$ cat config.mk
export PLATFORM = sky130hd
export DESIGN_NAME = stm_mapper
export DESIGN_NICKNAME = d
export VERILOG_FILES = /design/src/hw/stm_pkg.sv /design/src/hw/stm_mapper.sv
export SDC_FILE = /design/constraint.sdc
export NUM_CORES = 1
export LEC_CHECK = 0
export ABC_AREA = 0
export BUFFER_PORTS_ARGS = -buffer_cell sky130_fd_sc_hd__buf_2
export CAP_MARGIN = 10
export CORE_ASPECT_RATIO = 0.5
export CORE_UTILIZATION = 53
export DETAILED_ROUTE_END_ITERATION = 10
export MAX_ROUTING_LAYER = met4
export PLACE_DENSITY = 0.83
export SLEW_MARGIN = 20
export SYNTH_ARGS = -nofsm -noshare
export SYNTH_HDL_FRONTEND = slang
export SYNTH_SLANG_ARGS = --single-unit
$ cat constraint.sdc
create_clock -name clk_sys -period 12.9 [get_ports clk_sys]
set_input_delay 1.935 -clock clk_sys [delete_from_list [all_inputs] [get_ports clk_sys]]
set_output_delay 1.935 -clock clk_sys [all_outputs]
set_load 0.005 [all_outputs]
$ cat src/hw/stm_pkg.sv
// Shared types and constants of the sample to lane mapper
package stm_pkg;

    localparam int SMP_W    = 9;    // Converter sample width
    localparam int NUM_CH   = 4;    // Channels A..D
    localparam int SMP_PER  = 4;    // Samples per channel per frame
    localparam int MAX_LANE = 8;
    localparam int MAX_OCT  = 5;
    localparam int LANE_W   = MAX_OCT * 8;
    localparam int CONT_W   = 12;   // Sample plus three zero bits
    localparam int PAIR_W   = 4 * CONT_W;

    // Link mode codes
    localparam logic [3:0] MODE_1 = 4'h1;
    localparam logic [3:0] MODE_2 = 4'h2;
    localparam logic [3:0] MODE_3 = 4'h3;
    localparam logic [3:0] MODE_4 = 4'h4;
    localparam logic [3:0] MODE_5 = 4'h5;
    localparam logic [3:0] MODE_6 = 4'h6;
    localparam logic [3:0] MODE_7 = 4'h7;
    localparam logic [3:0] MODE_8 = 4'h8;
    localparam logic [3:0] MODE_9 = 4'h9;

    // Octets used per lane and frame
    localparam logic [2:0] OCT_ONE   = 3'h1;
    localparam logic [2:0] OCT_TWO   = 3'h2;
    localparam logic [2:0] OCT_THREE = 3'h3;
    localparam logic [2:0] OCT_FIVE  = 3'h5;

    typedef enum logic [1:0]
    {
        STM_QUAD   = 2'h0,
        STM_DUAL   = 2'h1,
        STM_SINGLE = 2'h2
    } stm_variant_t;

    typedef struct packed
    {
        logic [NUM_CH-1:0][SMP_PER-1:0][SMP_W-1:0] smp;
    } stm_frame_in_t;

    typedef struct packed
    {
        logic [MAX_LANE-1:0][LANE_W-1:0] lane;
        logic [3:0]                      lane_cnt;
        logic [2:0]                      oct_cnt;
    } stm_frame_out_t;

endpackage

$ cat src/hw/stm_mapper.sv
// Sample to lane transport mapper with two-entry output buffer
//
// Operation
// - Mode 1 splits 9-bit samples plus three zeros over 6/3/2 lanes.
// - Mode 2 puts one 8-bit sample per octet, lane n carrying channel n.
// - Mode 3 packs four 9-bit samples, each plus a zero, in five octets.
// - Mode 4 packs one padded sample per channel over 3/2/1 lanes.
// - Mode 5 sends A,B on lane 0 and C,D on lane 1, zero for missing B.
// - Mode 6 uses the mode 1 split layout, zero for the missing channel.
// - Mode 7 sends one 8-bit sample per octet, one lane per channel.
// - Mode 8 sends two 12-bit containers of a channel per three octets.
// - Mode 9 gives each channel two lanes, even then odd samples.
`timescale 1ns/1ns
module stm_mapper
    import stm_pkg::*;
#(
    parameter int DEPTH = 2
)
(
    input  wire logic           clk_sys,
    input  wire logic           srst,
    input  wire logic [3:0]     link_mode_select,
    input  wire stm_variant_t   variant,
    input  wire logic           in_valid,
    output logic                in_ready,
    input  wire stm_frame_in_t  in_data,
    output logic                out_valid,
    input  wire logic           out_ready,
    output stm_frame_out_t      out_data
);

    localparam int PW = (DEPTH > 1) ? $clog2(DEPTH) : 1;
    localparam int CW = $clog2(DEPTH + 1);

    // ------------------------------------------------------------
    // Helpers
    // ------------------------------------------------------------
    function automatic logic [CONT_W-1:0] cont12(input logic [SMP_W-1:0] s);
        cont12 = {s, 3'h0};
    endfunction

    function automatic logic [7:0] byte8(input logic [SMP_W-1:0] s);
        byte8 = s[SMP_W-1:1];
    endfunction

    function automatic logic [3:0] lanes_of(input logic [3:0] m,
                                            input stm_variant_t v);
        logic [3:0] q;
        q = 4'h0;
        unique case (m)
            MODE_1, MODE_6: q = 4'h6;
            MODE_2, MODE_3, MODE_7, MODE_8: q = 4'h4;
            MODE_4: q = 4'h3;
            MODE_5: q = 4'h2;
            MODE_9: q = 4'h8;
            default: q = 4'h0;
        endcase
        unique case (v)
            STM_QUAD:   lanes_of = q;
            STM_DUAL:   lanes_of = (m == MODE_4) ? 4'h2 : q >> 1;
            STM_SINGLE: lanes_of = (m == MODE_1 || m == MODE_6 ||
                                    m == MODE_9) ? 4'h2 : ((q == 4'h0) ?
                                    4'h0 : 4'h1);
            default:    lanes_of = 4'h0;
        endcase
    endfunction

    // ------------------------------------------------------------
    // Channel gating by variant
    // ------------------------------------------------------------
    logic [NUM_CH-1:0][SMP_PER-1:0][SMP_W-1:0] g;
    logic [2:0]                                nch;

    always_comb
    begin
        unique case (variant)
            STM_QUAD:   nch = 3'h4;
            STM_DUAL:   nch = 3'h2;
            default:    nch = 3'h1;
        endcase
        for (int c = 0; c < NUM_CH; c++)
        begin
            g[c] = (3'(c) < nch) ? in_data.smp[c] : '0;
        end
    end

    // ------------------------------------------------------------
    // Lane mapping, first bit sent at the top of each lane
    // ------------------------------------------------------------
    stm_frame_out_t map_d;

    always_comb
    begin
        logic [PAIR_W-1:0] pk;
        pk = '0;
        map_d = '0;
        map_d.lane_cnt = lanes_of(link_mode_select, variant);
        unique case (link_mode_select)
            MODE_1, MODE_6:
            begin
                map_d.oct_cnt = OCT_TWO;
                for (int p = 0; p < 2; p++)
                begin
                    pk = {cont12(g[2*p][0]), cont12(g[2*p][1]),
                          cont12(g[2*p+1][0]), cont12(g[2*p+1][1])};
                    for (int k = 0; k < 3; k++)
                    begin
                        map_d.lane[3*p+k][LANE_W-1 -: 16] =
                            pk[PAIR_W-1-16*k -: 16];
                    end
                end
            end
            MODE_2, MODE_7:
            begin
                map_d.oct_cnt = OCT_ONE;
                for (int c = 0; c < NUM_CH; c++)
                begin
                    map_d.lane[c][LANE_W-1 -: 8] =
                        byte8(g[c][0]);
                end
            end
            MODE_3:
            begin
                map_d.oct_cnt = OCT_FIVE;
                for (int c = 0; c < NUM_CH; c++)
                begin
                    map_d.lane[c] = {g[c][0], 1'b0, g[c][1], 1'b0,
                                     g[c][2], 1'b0, g[c][3], 1'b0};
                end
            end
            MODE_4:
            begin
                map_d.oct_cnt = OCT_TWO;
                pk = {cont12(g[0][0]), cont12(g[1][0]),
                      cont12(g[2][0]), cont12(g[3][0])};
                for (int k = 0; k < 3; k++)
                begin
                    map_d.lane[k][LANE_W-1 -: 16] =
                        pk[PAIR_W-1-16*k -: 16];
                end
            end
            MODE_5:
            begin
                map_d.oct_cnt = OCT_TWO;
                for (int p = 0; p < 2; p++)
                begin
                    map_d.lane[p][LANE_W-1 -: 16] =
                        {byte8(g[2*p][0]), byte8(g[2*p+1][0])};
                end
            end
            MODE_8:
            begin
                map_d.oct_cnt = OCT_THREE;
                for (int c = 0; c < NUM_CH; c++)
                begin
                    map_d.lane[c][LANE_W-1 -: 24] =
                        {cont12(g[c][0]), cont12(g[c][1])};
                end
            end
            MODE_9:
            begin
                map_d.oct_cnt = OCT_ONE;
                for (int c = 0; c < NUM_CH; c++)
                begin
                    map_d.lane[2*c][LANE_W-1 -: 8]   = byte8(g[c][0]);
                    map_d.lane[2*c+1][LANE_W-1 -: 8] = byte8(g[c][1]);
                end
            end
            default:
            begin
                map_d = '0;
            end
        endcase
    end

    // ------------------------------------------------------------
    // Two-entry buffer
    // ------------------------------------------------------------
    stm_frame_out_t    mem_q [DEPTH];
    logic [PW-1:0]     wr_ptr_q;
    logic [PW-1:0]     rd_ptr_q;
    logic [CW-1:0]     cnt_q;
    logic              push;
    logic              pop;

    assign in_ready  = (cnt_q != CW'(DEPTH));
    assign out_valid = (cnt_q != '0);
    assign push      = in_valid && in_ready;
    assign pop       = out_valid && out_ready;
    assign out_data  = mem_q[rd_ptr_q];

    always_ff @(posedge clk_sys)
    begin
        if (push)
        begin
            mem_q[wr_ptr_q] <= map_d;
        end
    end

    always_ff @(posedge clk_sys)
    begin
        if (srst)
        begin
            wr_ptr_q <= '0;
            rd_ptr_q <= '0;
            cnt_q    <= '0;
        end
        else
        begin
            if (push)
            begin
                wr_ptr_q <= (wr_ptr_q == PW'(DEPTH-1)) ? '0 : wr_ptr_q + 1'b1;
            end
            if (pop)
            begin
                rd_ptr_q <= (rd_ptr_q == PW'(DEPTH-1)) ? '0 : rd_ptr_q + 1'b1;
            end
            cnt_q <= cnt_q + CW'(push) - CW'(pop);
        end
    end
endmodule

Word-level counts from Yosys, hierarchy flattened
Memories as Yosys holds them, arrays and structs flattened. A register that Yosys moved wholly into a read port is not among the register bits.
Index checks and enable logic that the tools add are counted.
W data, S select, Z words.
{"block": "op_classes", "add_sub_neg": 4, "order_cmp": 4, "eq_ne": 12, "n_mux": 39, "n_reduce_logical": 13}
{"op": "$mux W36", "count": 4}
{"op": "$pmux W8 S2", "count": 6}
{"op": "$pmux W8 S4", "count": 3}
{"op": "$pmux W8 S5", "count": 2}
{"op": "$mux W16", "count": 4}
{"op": "$pmux W8 S3", "count": 2}
{"op": "$mux W8", "count": 5}
{"op": "$eq A4 B3 Y1 const B", "count": 4}
{"op": "$pmux W3 S4", "count": 1}
{"op": "$pmux W4 S3", "count": 1}
{"op": "$reduce_or A9 Y1", "count": 1}
{"op": "$eq A4 B2 Y1 const B", "count": 2}
{"op": "$eq A4 B4 Y1 const B", "count": 2}
{"op": "$reduce_or A4 Y1", "count": 2}
{"op": "$mux W1", "count": 7}
{"op": "$lt A1 B3 Y1 const A", "count": 2}
{"op": "$lt A2 B3 Y1 const A", "count": 2}
{"op": "$pmux W3 S2", "count": 1}
{"op": "$reduce_or A3 Y1", "count": 2}
{"op": "$eq A4 B1 Y1 const B", "count": 1}
{"op": "$logic_not A4 Y1", "count": 1}
{"op": "$mux W4", "count": 1}
{"op": "$mux W3", "count": 1}
{"op": "$add A1 B1 Y1 const B", "count": 2}
{"op": "11 further kinds", "count": 13}
{"block": "word_totals", "register_bits": 4, "mem_bits_rw": 430, "romBits": 64, "mem_count": 2}
{"memory": "mem_q", "depth": 2, "word_bits": 215, "rd": 1, "rd_clocked_by_memory_dff": 1, "write_ports": 1, "line_no": "stm_mapper.sv:179", "text": "stm_frame_out_t mem_q [DEPTH];"}
{"memory": "(name not given)", "depth": 16, "word_bits": 4, "rd": 1, "rd_clocked_by_memory_dff": 0, "write_ports": 0, "line_no": "stm_mapper.sv:50", "text": "unique case (m)"}

Depth between registers and ports, before layout
Gate-level depths: netlist of run 1.
{"block": "depth", "ltp_word": 6, "depth_mapped": 8, "depth_no_buf": 8}

Least setup slack after synthesis of run 1
Ideal clock, no wire load.
{"block": "synth_timing", "path_kind": "input-to-reg", "startpoint": "in in_valid", "endpoint": "mem mem_q[0][0] (netlist bit), enable pin", "setup_ps": 769, "t_arrival_ps": 10443, "slack_ps": 1688, "stages": 2, "path_cell_list": "nand2_1 -> nor2_1"}
{"block": "synth_between", "elab_chain_len": 3}
{"item": "from (decl)", "line_no": "stm_mapper.sv:24", "text": "input wire logic in_valid,"}
{"item": "$logic_and A1 B1 Y1", "line_no": "stm_mapper.sv:188", "text": "assign push = in_valid && in_ready;"}
{"item": "$mux W1", "line_no": "stm_mapper.sv:194", "text": "if (push)"}
{"item": "$mux W1 (not written as such)", "line_no": "stm_mapper.sv:196", "text": "mem_q[wr_ptr_q] <= map_d;"}
{"item": "to (decl)", "line_no": "stm_mapper.sv:179"}
No other way between the ends.

==> results of run 1 <==
==> flip-flops by register name (all words and copies together), names as in the netlist, named ones only <==
name / flops
cnt_q: 2
mem_q: 406
wr_ptr_q: 1
rd_ptr_q: 1
==> report_power, final <==
group          total, mW  switching [mW]  leakage [nW]  internal, mW
registers           1.75          0.0526          3.97          1.69
logic              0.884           0.486          3.96         0.398
clock network       1.14           0.477         0.612         0.667
total               3.77            1.02          8.54          2.76
==> synth_stat cells (2+ instances only) <==
cell type	n	area share
inv_2	2	0.00040
a22o_1	17	0.0079
nand4bb_1	2	0.0012
and3b_1	2	0.00093
clkbuf_2	5	0.0013
or4b_4	2	0.0015
nand3_1	7	0.0019
clkbuf_1	26	0.0052
o21ai_1	5	0.0013
nor3_1	2	0.00053
nand2b_1	4	0.0013
nor4b_1	2	0.00093
a32o_1	10	0.0053
buf_2	33	0.0088
a221oi_1	4	0.0019
and3_1	73	0.024
buf_4	132	0.053
ha_1	2	0.0013
a21oi_2	3	0.0014
a32oi_1	22	0.010
dfxtp_1	5	0.0053
inv_1	4	0.00080
buf_1	3	0.00060
a221o_1	4	0.0021
buf_6	5	0.0030
a21o_1	4	0.0016
xnor2_1	2	0.00093
or2_2	3	0.0010
and2_1	43	0.014
edfxtp_1	406	0.65
nor3b_1	2	0.00080
nor2b_1	10	0.0033
o211ai_1	4	0.0016
xor2_1	2	0.00093
mux2_2	212	0.13
a21oi_1	4	0.0011
nand2_1	33	0.0066
o22ai_1	2	0.00067
nor2_1	58	0.012
a22oi_1	43	0.017
o21ai_0	20	0.0053
nand3b_1	3	0.0012
==> per-layer routing <==
layer	vias to the layer above	global-route usage
li1	5200	-
met1	5908	0.304
met2	715	0.433
met3	136	0.0487
met4	0	0.108
met5	-	-
==> worst max-delay path: stages (launching register included) <==
cell	delay [ps]
dfxtp_4	610
buf_12	660
mux2_2	500
buf_2	150
==> final cells by class <==
class                   instances  area (sq um)
clock inverters                20           226
clock buffers                  48          1030
flip-flops and latches        411         12300
diodes                          4          10.0
inverters                       6          22.5
repair buffers                369          1890
well taps                     475           594
multi-input cells             752          5590
fillers                      2602         13000
==> worst max path at each step <==
stage	start	to	slack (ps)
after floorplan	in_valid	mem_q[0][0]	1690
after global placement	in_valid	mem_q[0][206]	7880
after detailed placement	in_valid	mem_q[0][199]	7870
after CTS	flop	out_data[5]	8290
after global routing	flop	out_data[165]	8160
final	flop	out_data[165]	8240
==> logic make-up (layout without fill, tap and decap cells) <==
kind of cell / count (synthesis) / in the layout / share of synthesized area
AO/OA/AOI/OAI: 150 / 150 / 0.0613
XOR/XNOR: 4 / 4 / 0.00187
adder cells (fa/ha/maj): 2 / 2 / 0.00133
buffers and inverters: 210 / 443 / 0.0729
flip-flops: 411 / 411 / 0.655
multiplexers: 213 / 213 / 0.128
other: 1 / 128 / 0.000200
AND/OR/NAND/NOR: 259 / 259 / 0.0800
==> placed cells by master (no fill, tap or decap), types with 5 or more instances in the layout <==
cell type,instances
a22o_1,17
a22oi_1,43
a32o_1,10
a32oi_1,22
and2_1,43
and3_1,72
buf_2,358
buf_4,10
bufinv_16,5
clkbuf_1,7
clkbuf_16,39
clkinv_1,6
clkinv_2,6
conb_1,124
edfxtp_1,406
mux2_2,212
nand2_1,33
nand3_1,7
nor2_1,56
nor2b_1,10
o21ai_0,20
o21ai_1,5
==> results by group, run 1 <==
Outcome
  • Status: completed

Critical path
  • Req. time, crit path: 10,970 ps
  • Worst setup SP type: flop
  • Worst setup EP type: output pin
  • Worst r2r src: cnt_q[0]
  • Worst Path Max Fanout: ~170
  • WS Path Type: reg2out
  • R2r setup slk: 9380 ps
  • Reg2reg end: mem_q[0][195]
  • FF-to-FF path depth: 5
  • CP Data Arrival Time: 2730 ps

Floorplan
  • # rows: 48
  • Die outline width: 268 um
  • Die height: 135 um
  • Initial Utilization: 0.542
  • Core area: around 35,000 sq um
  • IO Pins: 483
  • Die area: between 30,000 and 40,000 sq um

Placed design
  • HPWL after DPL: roughly 31 mm
  • Gpl congestion: 1.03
  • Pre-CTS setup slack: ~7900 ps
  • Placed cell area: about 20,000 sq um
  • PortBufs: 358
  • Dpl cells: slightly above 2,000

Layout
  • Fin cells: 2,085
  • Layout cell share with drive strength beyond 1: 0.410
  • Area growth from synthesis to layout: 15.4%
  • Cell area after layout: approximately 22,000 sq um
  • Finished Core Util: 0.625
  • Final #Nets: 1,734

Synth
  • Number of distinct library cells after synthesis: 65
  • Ys async rst share: 0
  • Syn avg cell area: 15.0 sq um
  • Yosys warns: 0
  • #FFs+latches synth: about 410
  • Cells after synthesis: roughly 1,300
  • Sequential share of the synthesized area: 0.655
  • Synth Flop Type: edfxtp_1
  • Post-synth EDFFs: 406
  • Synthesized cell area: roughly 19,000 sq um

Pwr
  • Power per cell area: approximately 170 nW/um^2
  • Pleak: 8.54 nW
  • Tot Pwr: 3.77 mW
  • Worst-case vdd ir drop: approximately 0.00013 V

STA
  • Slew HR: 0.266
  • Fmax: ~0.21 GHz
  • Max-slew violations: 0
  • PnR worst setup slack: about 8200 ps
  • Final Hold Fails: 0
  • Tmin final: 4660 ps
  • Worst Tran Pin Value: approximately 1100 ps
  • Worst hold slack: between 500 and 600 ps
  • Worst Skew: between 15 and 20 ps
  • Final setup fails: 0
  • RSZ-0062 raised after global routing: no
  • Final Cycle Share: 0.362
  • TNS Setup: 0 ps

Clocking
  • Clk_lat worst skew: 530 ps
  • CTS tree: yes
  • CTS Root Cell: clkbuf_16
  • Maximum clock path buffer count: 3
  • PostCTS Resize Cnt: 0
  • Clock-pin transition on the worst setup and hold timing paths: ~60 ps
  • H-tree levels: 2
  • # hold bufs at CTS: 0
  • Inserted Clock Buffers: 38
  • # clock sinks: approximately 410
  • Post-CTS setup buffers: 0

Routing
  • Wl on met1: between 15 and 20 mm
  • Pre-Repair DR Iteration Count: 7
  • Top layer in use: met4
  • Met3 WL post-DR: between 3 and 4 mm
  • DR iter-0 viols: roughly 1,400
  • DRC Markers: 0
  • Routed WL: around 47 mm
  • Met2 Routed Length: approximately 24 mm
  • DR vias: about 12,000
  • WL/cell: 22.6 um
  • Number of nets with antenna violations after routing: 0
  • Vias/cell: around 5.7

Global routing
  • Vias in the first global route: 11,188
  • Largest net degree at the start of global routing: between 150 and 200
  • Total track usage: 0.257
  • Initial antenna violation count: 4
  • Remaining global-route overflow: 0
  • First-pass GRT wire length: around 67 mm

Hold path
  • Hold path cells: 2
  • HP Class: reg2reg
  • Hold Startpoint: rd_ptr_q
  • WHS Endpoint: rd_ptr_q

Run
  • Max-Cap Viols: 0
No activity file was read; power rests on OpenSTA's default activity.
==> run 2, diff against run 1 <==
- CORE_UTILIZATION: 53 -> 48
- PLACE_DENSITY: 0.83 -> 0.79
- clock period: 12.9 -> 3.8 ns (I/O delays scaled with it)
==> run 2 against run 1 <==
Compared with the run above: global-route usage shrank 1.7 points; non-clock buffer count grew 16; setup slack lost 7200 ps; cell count grew 2.7%; sequential share of layout area shrank 0.45 points; critical endpoint is now out_data[136]; largest cell class unchanged; highest routed layer unchanged.
==> results by group, run 2 (same netlist as run 1, synthesis figures left out) <==
Outcome
  • Status: completed

Critical path
  • Reg2reg end: mem_q[0][197]
  • Largest stage delay on the critical path: between 500 and 600 ps
  • Worst setup EP type: output pin
  • Req. time, crit path: about 3200 ps
  • Cell at the slowest stage of the critical path: buf_4
  • R2r setup slk: roughly 1700 ps
  • CP Data Arrival Time: about 2200 ps
  • WS Path Type: reg2out
  • Crit-path cells: buf_4 -> mux2_2 -> buf_2
  • Worst Path Max Fanout: 45
  • FF-to-FF path depth: 4
  • Worst r2r src: cnt_q[0]
  • Worst setup SP type: flop

Clocking
  • Inserted Clock Buffers: 39
  • # hold bufs at CTS: 0
  • Maximum clock path buffer count: 3
  • PostCTS Resize Cnt: 0
  • Clock-pin transition on the worst setup and hold timing paths: 60 ps
  • # clock sinks: between 400 and 500
  • CTS Root Cell: clkbuf_16
  • Clk_lat worst skew: about 540 ps
  • CTS tree: yes
  • H-tree levels: 2
  • Post-CTS setup buffers: 0

Floorplan
  • Die outline width: between 200 and 300 um
  • Die height: about 140 um
  • # rows: 50
  • IO Pins: between 400 and 500
  • Core area: 38,000 sq um
  • Die area: 40,000 sq um
  • Initial Utilization: 0.494

Routing
  • Number of nets with antenna violations after routing: 0
  • Vias/cell: 5.55
  • DRC Markers: 0
  • WL/cell: around 22 um
  • Routed WL: 47.8 mm
  • Pre-Repair DR Iteration Count: 5
  • DR iter-0 viols: between 1,000 and 1,500
  • DR vias: 11,888

Pwr
  • Sequential share of power: 0.468
  • Switching share of power: 0.275
  • Pint: 9.13 mW
  • Power per cell area: about 580 nW/um^2
  • Clk pwr share: 0.282
  • Tot Pwr: about 13 mW
  • Worst-case vdd ir drop: ~0.00039 V
  • Combinational share of power: 0.250
  • Switching pwr: around 3.5 mW
  • Pleak: ~8.6 nW

Layout
  • Commonest non-fill, non-tap cell in the layout: edfxtp_1
  • Area growth from synthesis to layout: 16.3%
  • Largest reg by FF count: mem_q
  • Cell area after layout: roughly 22,000 sq um
  • Layout cell share with drive strength beyond 1: 0.416
  • Final #Nets: 1,751
  • Biggest regs: mem_q (406), cnt_q (2)
  • Max FFs per register: 406
  • Most frequent cells in the layout: edfxtp_1, buf_2, mux2_2

Global routing
  • First-pass GRT wire length: roughly 69 mm
  • Vias in the first global route: roughly 11,000
  • Largest net degree at the start of global routing: 85
  • Initial antenna violation count: 4
  • Total track usage: 0.240
  • Remaining global-route overflow: 0

Placed design
  • HPWL after DPL: between 30 and 40 mm
  • Placed cell area: ~21,000 sq um
  • Gpl congestion: approximately 0.95
  • PortBufs: between 300 and 400

Hold path
  • HP Class: in2reg
  • WHS Endpoint: cnt_q[1]
  • Hold Startpoint: srst
  • Hold path cells: 2

STA
  • Final Cycle Share: 0.722
  • Final setup fails: 0
  • Fmax: about 0.36 GHz
  • Max-slew violations: 0
  • Final Hold Fails: 0
  • Worst Tran Pin Value: between 1000 and 1500 ps
  • Worst Skew: 18.3 ps
  • Slew HR: 0.294
  • RSZ-0062 raised after global routing: no
  • Tmin final: 2750 ps

Run
  • Max-Cap Viols: 0
## run 2: cell types whose count changed in the layout (fill, tap and decap cells not counted), moves of 2 or more
cell / before / now
inv_6: 1 / 4
clkbuf_8: 2 / 0
buf_4: 10 / 17
bufinv_16: 5 / 1
buf_12: 1 / 10
## run 2: metrics by stage
stage	instances	util	hold WS, ps	setup TNS (ps)	setup WS [ps]
after floorplan	1373	-	481	-47540	-234
after global placement	2074	0.545	497	0	1060
after detailed placement	2074	0.545	509	0	1010
after CTS	2137	0.575	251	0	1010
after global routing	2141	0.575	260	0	939
final	2141	0.575	271	0	1050
## run 2: layout make-up
cell class	instances	area (sq um)
Clock buffer	47	1010
Multi-Input combinational cell	752	5610
Timing Repair Buffer	385	2120
Tap cell	520	651
Fill cell	3011	16100
Clock inverter	16	116
Antenna cell	4	10.0
Inverter	6	22.5
Sequential cell	411	12300
## run 2: worst max-delay path by stage
stage | endpoint | slack, ps | depth (start not counted)
6_report | out_data[136] | 1050 | 3
5_1_grt | out_data[129] | 940 | 3
2_1_floorplan | mem_q[0][0] | -230 | 2
4_1_cts | out_data[90] | 1010 | 3
3_5_place_dp | mem_q[0][122] | 1010 | 5
3_3_place_gp | mem_q[0][73] | 1060 | 4
## run 2: power by group through the flow
stage | logic (mW) | clock network (mW) | registers [mW]
floorplan | 1.83 | 0 | 5.99
global placement | 3.15 | 0 | 5.95
detailed placement | 3.16 | 0 | 6.00
CTS | 3.18 | 3.62 | 5.90
global route | 3.33 | 3.81 | 5.96
finish | 3.15 | 3.55 | 5.90
## run 2: critical path, delay by kind of cell (launching register included)
family                 cells  cell delay [ps]
muxes                      1              420
DFF                        1              500
buffers and inverters      2              670
## run 2: per-layer routing
metal / vias up / share of wire / GRT usage
li1: 5230 / - / -
met1: 5993 / 0.38 / 0.286
met2: 560 / 0.52 / 0.412
met3: 105 / 0.066 / 0.0408
met4: 0 / 0.033 / 0.0835
met5: - / 0 / -
